## src/pwm_gen_pkg.sv

```systemverilog
// Package with register map, field layout and encodings of the PWM generator.
package pwm_gen_pkg;
    // ****************************************************************
    // Register byte offsets
    // ****************************************************************
    localparam logic [7:0] OFF_SYNC = 8'h04;
    localparam logic [7:0] OFF_ENABLE = 8'h08;
    localparam logic [7:0] OFF_CTL = 8'h40;
    localparam logic [7:0] OFF_EVSEL = 8'h44;
    localparam logic [7:0] OFF_STATUS = 8'h48;
    localparam logic [7:0] OFF_LOAD = 8'h50;
    localparam logic [7:0] OFF_COUNT = 8'h54;
    localparam logic [7:0] OFF_CMPA = 8'h58;
    localparam logic [7:0] OFF_CMPB = 8'h5C;
    localparam logic [7:0] OFF_ACTA = 8'h60;
    localparam logic [7:0] OFF_ACTB = 8'h64;
    localparam logic [7:0] OFF_DBCTL = 8'h68;
    localparam logic [7:0] OFF_DBRISE = 8'h6C;
    localparam logic [7:0] OFF_DBFALL = 8'h70;
    // ****************************************************************
    // Control, sync and event select fields, widths and reset value
    // ****************************************************************
    localparam int CTL_ENABLE = 0;
    localparam int CTL_UPDOWN = 1;
    localparam int CTL_GLOBAL = 2;
    localparam int CTL_AUXSYNC = 3;
    localparam int SYNC_GEN0 = 0;
    localparam int SYNC_GLOBAL_UPD = 8;
    localparam int EV_INT_LSB = 0;
    localparam int EV_ADC_LSB = 8;
    localparam int ACT_W = 2;
    localparam int NUM_EV = 6;
    localparam int CNT_W = 16;
    localparam int DB_W = 12;
    localparam logic [31:0] RESET_VALUE = 32'h0000_0000;
    // ****************************************************************
    // Event order: zero, load, A up, A down, B up, B down
    // ****************************************************************
    localparam int EV_ZERO = 0;
    localparam int EV_LOAD = 1;
    localparam int EV_AUP = 2;
    localparam int EV_ADN = 3;
    localparam int EV_BUP = 4;
    localparam int EV_BDN = 5;
    typedef enum logic [1:0] {
        ACT_NONE = 2'h0,
        ACT_TOGGLE = 2'h1,
        ACT_LOW = 2'h2,
        ACT_HIGH = 2'h3
    } action_type;
endpackage : pwm_gen_pkg

```

## src/pwm_deadband.sv

```systemverilog
// Dead-band stage producing complementary delayed outputs.
`timescale 1ns/1ps
module pwm_deadband
    import pwm_gen_pkg::*;
(
    input wire logic clock,
    input wire logic srst,
    input wire logic enable,
    input wire logic [DB_W-1:0] riseDelay,
    input wire logic [DB_W-1:0] fallDelay,
    input wire logic inA,
    input wire logic inB,
    output logic outA,
    output logic outB
);
    logic [DB_W-1:0] riseCount;
    logic [DB_W-1:0] fallCount;
    logic dbA;
    logic dbB;

    // Rise delay.
    // Counts saturate at the delay, so a long pulse cannot wrap them.
    always_ff @(posedge clock) begin
        if (srst || !inA) begin
            riseCount <= '0;
        end else if (riseCount < riseDelay) begin
            riseCount <= riseCount + 1'b1;
        end
    end
    assign dbA = riseCount >= riseDelay;

    always_ff @(posedge clock) begin
        if (srst || inA) begin
            fallCount <= '0;
        end else if (fallCount < fallDelay) begin
            fallCount <= fallCount + 1'b1;
        end
    end
    assign dbB = fallCount >= fallDelay;

    always_ff @(posedge clock) begin
        if (srst) begin
            outA <= 1'b0;
            outB <= 1'b0;
        end else if (enable) begin
            outA <= dbA && inA;
            outB <= dbB && !inA;
        end else begin
            outA <= inA;
            outB <= inB;
        end
    end
endmodule : pwm_deadband

```

## src/pwm_generator_block.sv

```systemverilog
// PWM generator with counter, comparators, actions, dead-band and APB.
`timescale 1ns/1ps
// Function
// - Down mode counts load to zero, then reloads load.
// - Up/down mode counts zero to load and back, repeating.
// - Direction low in down mode; high counting up in up/down.
// - One-cycle zero pulse at zero and load pulse at load.
// - In down mode load pulse follows zero pulse directly.
// - Comparators A and B pulse on match, split by direction.
// - Compare value above load never matches.
// - Four events in down mode, six in up/down mode.
// - Match events coinciding with zero or load are ignored.
// - Output A reacts to match A only, B to match B.
// - Per-event action: none, toggle, low or high.
// - Dead-band off passes through; on delays first output rise.
// - Second output inverts input with delayed rising edge.
// - Selected events raise the interrupt.
// - Separate selection raises the ADC trigger pulse.
// - Interrupt and trigger use raw events.
// - Sync bit write resets counter to zero.
// - Immediate mode registers act as written.
// - Local mode applies pending value at next zero.
// - Global mode applies after update bit then zero.
// - Load and compares update locally or globally per control bit.
// - Enable, actions and dead-band registers optionally synchronized.
// - Counter and load are 16 bits.
module pwm_generator_block
    import pwm_gen_pkg::*;
(
    input wire logic clock,
    input wire logic srst,
    input wire logic psel,
    input wire logic penable,
    input wire logic pwrite,
    input wire logic [7:0] paddr,
    input wire logic [31:0] pwdata,
    output logic [31:0] prdata,
    output logic pready,
    output logic pslverr,
    output logic firstOutput,
    output logic secondOutput,
    output logic interrupt,
    output logic adcTrigger,
    output logic direction
);
    // ****************************************************************
    // Register state
    // ****************************************************************
    logic [31:0] ctl;
    logic [31:0] evSel;
    logic [CNT_W-1:0] loadAct, loadPend;
    logic [CNT_W-1:0] cmpAAct, cmpAPend;
    logic [CNT_W-1:0] cmpBAct, cmpBPend;
    logic [1:0] enAct, enPend;
    logic [11:0] actAAct, actAPend;
    logic [11:0] actBAct, actBPend;
    logic dbEnAct, dbEnPend;
    logic [DB_W-1:0] riseAct, risePend;
    logic [DB_W-1:0] fallAct, fallPend;
    logic globalArmed;
    logic [CNT_W-1:0] counter;
    logic up;
    logic genA, genB;
    logic [NUM_EV-1:0] events;
    logic dbOutA, dbOutB;

    logic wrEn, rdEn, mapped, syncHit;
    logic updateNow, auxUpdate;

    function automatic logic apply_action(input logic cur,
                                          input logic [1:0] act);
        unique case (action_type'(act))
            ACT_NONE: apply_action = cur;
            ACT_TOGGLE: apply_action = !cur;
            ACT_LOW: apply_action = 1'b0;
            ACT_HIGH: apply_action = 1'b1;
        endcase
    endfunction : apply_action

    function automatic logic wr_to(input logic [7:0] off);
        wr_to = wrEn && (paddr == off);
    endfunction : wr_to

    // ****************************************************************
    // APB slave
    // ****************************************************************
    assign pready = 1'b1;
    assign wrEn = psel && penable && pwrite;
    assign rdEn = psel && penable && !pwrite;
    always_comb begin
        unique case (paddr)
            OFF_SYNC, OFF_ENABLE, OFF_CTL, OFF_EVSEL, OFF_STATUS,
            OFF_LOAD, OFF_COUNT, OFF_CMPA, OFF_CMPB, OFF_ACTA,
            OFF_ACTB, OFF_DBCTL, OFF_DBRISE, OFF_DBFALL: mapped = 1'b1;
            default: mapped = 1'b0;
        endcase
    end
    assign pslverr = psel && penable && !mapped;

    // Counter sync.
    // Written out: an assign does not wake on signals read inside a function.
    assign syncHit = wrEn && (paddr == OFF_SYNC) && pwdata[SYNC_GEN0];

    assign updateNow = events[EV_ZERO]
        && (!ctl[CTL_GLOBAL] || globalArmed);
    assign auxUpdate = !ctl[CTL_AUXSYNC] || updateNow;

    always_ff @(posedge clock) begin
        if (srst) begin
            globalArmed <= 1'b0;
        end else if (wr_to(OFF_SYNC) && pwdata[SYNC_GLOBAL_UPD]) begin
            globalArmed <= 1'b1;
        end else if (updateNow) begin
            globalArmed <= 1'b0;
        end
    end

    always_ff @(posedge clock) begin
        if (srst) begin
            ctl <= RESET_VALUE;
            evSel <= RESET_VALUE;
        end else begin
            if (wr_to(OFF_CTL)) begin
                ctl <= {28'h000_0000, pwdata[3:0]};
            end
            if (wr_to(OFF_EVSEL)) begin
                evSel <= {16'h0000, 2'h0, pwdata[13:8], 2'h0, pwdata[5:0]};
            end
        end
    end

    always_ff @(posedge clock) begin
        if (srst) begin
            loadPend <= '0;
            cmpAPend <= '0;
            cmpBPend <= '0;
            loadAct <= '0;
            cmpAAct <= '0;
            cmpBAct <= '0;
        end else begin
            if (wr_to(OFF_LOAD)) begin
                loadPend <= pwdata[CNT_W-1:0];
            end
            if (wr_to(OFF_CMPA)) begin
                cmpAPend <= pwdata[CNT_W-1:0];
            end
            if (wr_to(OFF_CMPB)) begin
                cmpBPend <= pwdata[CNT_W-1:0];
            end
            if (updateNow || !ctl[CTL_ENABLE]) begin
                loadAct <= loadPend;
                cmpAAct <= cmpAPend;
                cmpBAct <= cmpBPend;
            end
        end
    end

    always_ff @(posedge clock) begin
        if (srst) begin
            enPend <= '0;
            actAPend <= '0;
            actBPend <= '0;
            dbEnPend <= 1'b0;
            risePend <= '0;
            fallPend <= '0;
            enAct <= '0;
            actAAct <= '0;
            actBAct <= '0;
            dbEnAct <= 1'b0;
            riseAct <= '0;
            fallAct <= '0;
        end else begin
            if (wr_to(OFF_ENABLE)) begin
                enPend <= pwdata[1:0];
            end
            if (wr_to(OFF_ACTA)) begin
                actAPend <= pwdata[11:0];
            end
            if (wr_to(OFF_ACTB)) begin
                actBPend <= pwdata[11:0];
            end
            if (wr_to(OFF_DBCTL)) begin
                dbEnPend <= pwdata[0];
            end
            if (wr_to(OFF_DBRISE)) begin
                risePend <= pwdata[DB_W-1:0];
            end
            if (wr_to(OFF_DBFALL)) begin
                fallPend <= pwdata[DB_W-1:0];
            end
            // Immediate path follows pending next cycle.
            if (auxUpdate) begin
                enAct <= enPend;
                actAAct <= actAPend;
                actBAct <= actBPend;
                dbEnAct <= dbEnPend;
                riseAct <= risePend;
                fallAct <= fallPend;
            end
        end
    end

    // ****************************************************************
    // Counter
    // ****************************************************************
    // Counter sequencing.
    always_ff @(posedge clock) begin
        if (srst || syncHit || !ctl[CTL_ENABLE]) begin
            counter <= '0;
            up <= 1'b1;
        end else if (!ctl[CTL_UPDOWN]) begin
            up <= 1'b0;
            counter <= (counter == 16'h0000) ? loadAct
                : counter - 16'h0001;
        end else if (up) begin
            if (counter >= loadAct) begin
                up <= 1'b0;
                counter <= (loadAct == 16'h0000) ? 16'h0000
                    : counter - 16'h0001;
            end else begin
                counter <= counter + 16'h0001;
            end
        end else if (counter == 16'h0000) begin
            up <= 1'b1;
            counter <= (loadAct == 16'h0000) ? 16'h0000 : 16'h0001;
        end else begin
            counter <= counter - 16'h0001;
        end
    end

    assign direction = ctl[CTL_UPDOWN] && up && ctl[CTL_ENABLE];

    always_comb begin
        events = '0;
        if (ctl[CTL_ENABLE]) begin
            events[EV_ZERO] = (counter == 16'h0000);
            events[EV_LOAD] = (counter == loadAct);
            if (cmpAAct <= loadAct && counter == cmpAAct) begin
                events[EV_AUP] = direction;
                events[EV_ADN] = !direction;
            end
            if (cmpBAct <= loadAct && counter == cmpBAct) begin
                events[EV_BUP] = direction;
                events[EV_BDN] = !direction;
            end
        end
    end

    // ****************************************************************
    // Signal generator
    // ****************************************************************
    // Zero/load override matches; A and B separate.
    always_ff @(posedge clock) begin
        if (srst || !ctl[CTL_ENABLE]) begin
            genA <= 1'b0;
            genB <= 1'b0;
        end else if (events[EV_ZERO] || events[EV_LOAD]) begin
            genA <= apply_action(
                apply_action(genA, events[EV_ZERO] ? actAAct[1:0] : 2'h0),
                events[EV_LOAD] ? actAAct[3:2] : 2'h0);
            genB <= apply_action(
                apply_action(genB, events[EV_ZERO] ? actBAct[1:0] : 2'h0),
                events[EV_LOAD] ? actBAct[3:2] : 2'h0);
        end else begin
            if (events[EV_AUP]) begin
                genA <= apply_action(genA, actAAct[5:4]);
            end else if (events[EV_ADN]) begin
                genA <= apply_action(genA, actAAct[7:6]);
            end
            if (events[EV_BUP]) begin
                genB <= apply_action(genB, actBAct[9:8]);
            end else if (events[EV_BDN]) begin
                genB <= apply_action(genB, actBAct[11:10]);
            end
        end
    end

    pwm_deadband deadband (
        .clock(clock),
        .srst(srst),
        .enable(dbEnAct),
        .riseDelay(riseAct),
        .fallDelay(fallAct),
        .inA(genA),
        .inB(genB),
        .outA(dbOutA),
        .outB(dbOutB)
    );

    assign firstOutput = dbOutA && enAct[0];
    assign secondOutput = dbOutB && enAct[1];

    // Interrupt and ADC trigger from raw events.
    always_ff @(posedge clock) begin
        if (srst) begin
            interrupt <= 1'b0;
            adcTrigger <= 1'b0;
        end else begin
            interrupt <= |(events & evSel[EV_INT_LSB +: NUM_EV]);
            adcTrigger <= |(events & evSel[EV_ADC_LSB +: NUM_EV]);
        end
    end

    // ****************************************************************
    // Read mux
    // ****************************************************************
    always_ff @(posedge clock) begin
        if (srst) begin
            prdata <= RESET_VALUE;
        end else if (rdEn && psel && !penable) begin
            prdata <= RESET_VALUE;
        end else if (psel && !penable && !pwrite) begin
            unique case (paddr)
                OFF_ENABLE: prdata <= {30'h0, enPend};
                OFF_CTL: prdata <= ctl;
                OFF_EVSEL: prdata <= evSel;
                OFF_STATUS: prdata <= {29'h0, globalArmed, direction,
                                       ctl[CTL_ENABLE]};
                OFF_LOAD: prdata <= {16'h0000, loadPend};
                OFF_COUNT: prdata <= {16'h0000, counter};
                OFF_CMPA: prdata <= {16'h0000, cmpAPend};
                OFF_CMPB: prdata <= {16'h0000, cmpBPend};
                OFF_ACTA: prdata <= {20'h0_0000, actAPend};
                OFF_ACTB: prdata <= {20'h0_0000, actBPend};
                OFF_DBCTL: prdata <= {31'h0, dbEnPend};
                OFF_DBRISE: prdata <= {20'h0_0000, risePend};
                OFF_DBFALL: prdata <= {20'h0_0000, fallPend};
                default: prdata <= RESET_VALUE;
            endcase
        end
    end
endmodule : pwm_generator_block

```

## config.mk

```make
export PLATFORM = sky130hd
export DESIGN_NAME = pwm_generator_block
export DESIGN_NICKNAME = d
export VERILOG_FILES = /design/src/pwm_gen_pkg.sv /design/src/pwm_deadband.sv /design/src/pwm_generator_block.sv
export SDC_FILE = /design/constraint.sdc
export NUM_CORES = 1
export LEC_CHECK = 0
export BUFFER_PORTS_ARGS = -buffer_cell sky130_fd_sc_hd__buf_2
export CAP_MARGIN = 20
export CORE_UTILIZATION = 25
export DETAILED_ROUTE_END_ITERATION = 10
export SYNTH_ARGS = -nofsm -noshare
export SYNTH_HDL_FRONTEND = slang
export SYNTH_SLANG_ARGS = --single-unit
```

## constraint.sdc

```tcl
create_clock -name clock -period 7.1 [get_ports clock]
set_clock_uncertainty 0.2 [all_clocks]
set_input_delay 0.355 -clock clock [delete_from_list [all_inputs] [get_ports clock]]
set_output_delay 0.355 -clock clock [all_outputs]
set_load 0.01 [all_outputs]
```

==> metrics.md <==
| Metric | Value |
|---|---|
| Outcome | `finished clean` |
| Net Sw Frac | `22.8%` |
| Clock slew at reported path FFs | `0.06 ns` |
| Minimum clock period after layout | `3.53 ns` |
| CTS buffer count | `29` |
| Synth top area cells | `dfxtp_1 (39%), nand2_1 (12%), a21oi_1 (8.9%), ha_1 (6.9%), xnor2_1 (3.6%)` |
| Synth-to-Final Area Change | `13.7%` |
| P per Cell Area | `197 nW/um^2` |
| Max capacitance violation total | `0` |
| Critical path arrival | `3.81 ns` |
| Slew @ Worst Pin | `1.15 ns` |
| Number of synthesized register bits | `270` |
| Clock Latency Late Sink | `0.57 ns` |
| Area of the core | `55100 sq um` |
| Routed WL | `46300 um` |
| Crit path launch | `loadAct[9]` |
| EDFF count, synth | `0` |
| Synth cell types | `68` |
| Fillers | `6054` |
| Final Net Count | `1924` |
| Hold crit path type | `input port to flop` |
| # rows | `86` |
| Top cells by count, synth | `nand2_1 (455), dfxtp_1 (270), a21oi_1 (247)` |
| Crit path max fanout | `4` |
| Critical Path RT | `7.38 ns` |
| CP endpoint kind | `flop` |
| Crit Path Class | `flop to flop` |
| Vias post-DR | `12975` |
| H-tree Lvls | `1` |
| CTS Root Cell | `clkbuf_16` |
| Crit start category | `flop` |
| DRT iter0 DRCs | `1219` |
| Initial antenna violation count | `2` |
| Die area | `56700 sq um` |
| Dominant cell type by area after synthesis | `dfxtp_1` |
| Yosys top cell area share | `38.7%` |
| Post-synth ARST share | `0%` |
| Final setup TNS | `0 ns` |
| Setup bufs post-CTS | `0` |
| DP HPWL | `33300 um` |
| Chip height | `238 um` |
| Combinational Power Share | `3.2%` |
| DR pass1 iterations | `5` |
| Clk sinks | `270` |
| Initial Util | `25.3%` |
| Clk buf depth | `3` |
| Cells after Synth | `1797` |
| Final GP Congestion | `0.929` |
| GRT Total Usage | `15.9%` |
| Top_reg_cell synth | `dfxtp_1` |
| Fmax | `0.283 GHz` |
| Clock power frac | `48.2%` |
| Count leader, synth | `nand2_1` |
| Vias in the first global route | `12195` |
| Total congestion overflow | `0` |
| Post-layout util | `28.8%` |
| DIE WIDTH | `238 um` |
| Reg2reg start | `loadAct[9]` |
| Avg Cell Area, Syn | `7.76 sq um` |
| Sequential Power Share | `48.7%` |
| Worst Hold Launch | `paddr[5]` |
| Worst vdd ir | `0.157 mV` |
| Io pins | `84` |
| Share of cells above drive strength 1 | `7.80%` |
| RSZ-0062 raised after global routing | `false` |
| Routed WL per cell | `18.0 um` |
| Switching Power | `0.713 mW` |
| Seq/Total Area, Yosys | `38.7%` |
| First-pass GRT wire length | `71000 um` |
| Largest net degree at the start of global routing | `90` |
| Slew Viols, Final | `0` |
| Synth Warn # | `0` |
| Final period utilization | `49.7%` |
| Pleak | `5.50 nW` |
| # DRC | `0` |
| Final Hold Fails | `0` |
| Post-route ant nets | `0` |
| Port bufs | `50` |
| Via/cell ratio | `5.05` |
| Int Pwr | `2.42 mW` |
| Slew margin rel. | `23.2%` |
| # setup viols final | `0` |
| Cell Area, Synth | `13900 sq um` |
| CTS tree | `done` |
flip-flops by register name, summed over array words and instances (netlist names), 4 cells and up:
register and cells:
actAAct 8, actAPend 12, actBAct 8, actBPend 12, cmpAAct 16, cmpAPend 16
cmpBAct 16, cmpBPend 16, counter 16, ctl 4, deadband.fallCount 12, deadband.riseCount 12
evSel 12, fallAct 12, fallPend 12, loadAct 16, loadPend 16, prdata 16
riseAct 12, risePend 12
through the flow:
stage	hold slack, ns	total power [mW]	worst slack [ns]	instances	instance area [sq um]
after floorplan	0.227	1.61	4.31	1812	14000
after global placement	0.241	1.64	3.57	2500	14700
after detailed placement	0.245	1.65	3.53	2500	14700
after CTS	0.170	3.16	3.53	2567	15800
after global routing	0.236	3.22	3.47	2569	15900
final	0.207	3.13	3.57	2570	15900
metal layers:
layer	vias up	routed length [um]	global-route usage [%]
met5	-	14	0
met4	2	1310	5.32
met3	80	2880	1.72
met2	442	21100	25.9
met1	6260	21000	21.9
li1	6191	-	-
path summary, 6_finish.rpt:
check / end / slack, ns / cells after the start
min: enPend[0] / 0.21 / 6
max: genB / 3.57 / 10
max reg2reg: genB / 3.57 / 10
min reg2reg: riseAct[9] / 0.25 / 2
layout by cell type (no fill, tap or decap), types with 6 or more instances in the layout:
master         count
a211oi_1          11
a21o_1            11
a21oi_1          247
a221oi_1          21
a222oi_1           8
a22o_1            15
a22oi_1           23
a311oi_1          10
a31oi_1            6
and3_1             7
and4_1             6
buf_2             49
buf_4             26
clkbuf_1           6
clkbuf_16         29
conb_1            17
dfxtp_1          270
dlygate4sd3_1     17
ha_1              77
inv_1             58
mux2i_1           18
nand2_1          455
nand2b_1           8
nand3_1           37
nand4_1           27
nor2_1           102
nor2b_1            9
nor3_1            26
nor4_1             9
o21ai_0           28
o22ai_1           16
or3_1              9
xnor2_1           58
xor2_1            20
worst max-delay path, cell delays in order, from the launching register on:
cell	delay (ns)
dfxtp_1	0.52
inv_1	0.16
ha_1	0.35
a21o_1	0.18
a221o_1	0.31
a221oi_1	0.45
o211ai_1	0.20
a21oi_1	0.39
mux2i_1	0.14
a211o_1	0.35
a211oi_2	0.18
cell type report:
cell class,count,area [sq um],area share [%]
antenna,1,2.50,0.0158
tap,748,936,5.90
clock buffer,40,817,5.15
clock inverter,10,115,0.726
multi-input combinational,1350,7740,48.8
inverter,58,218,1.37
timing repair buffer,93,622,3.92
sequential,270,5410,34.1
power by group through the flow:
stage	combinational, mW	sequential, mW	clock [mW]
6_report	0.0986	1.52	1.51
2_1_floorplan	0.0563	1.56	0
3_3_place_gp	0.0884	1.56	0
5_1_grt	0.105	1.52	1.59
4_1_cts	0.0972	1.52	1.54
3_5_place_dp	0.0891	1.56	0
kinds of logic (layout without fill, tap and decap cells):
| logic type | count (synthesis) | after routing | synth area share (%) |
|---|---|---|---|
| fa+ha+maj | 77 | 77 | 6.91 |
| buf+inv | 192 | 201 | 6.41 |
| compound gates | 432 | 432 | 19.0 |
| flops | 270 | 270 | 38.7 |
| xor+xnor | 78 | 78 | 4.90 |
| simple gates | 727 | 727 | 22.6 |
| mux | 19 | 19 | 1.37 |
| other cells | 2 | 18 | 0.0538 |
timing repair:
action,4_1_cts,5_1_grt
hold endpoints to repair,105,0
hold buffers,17,0
resized for setup,0,0
(Power assumes the default switching activity.)
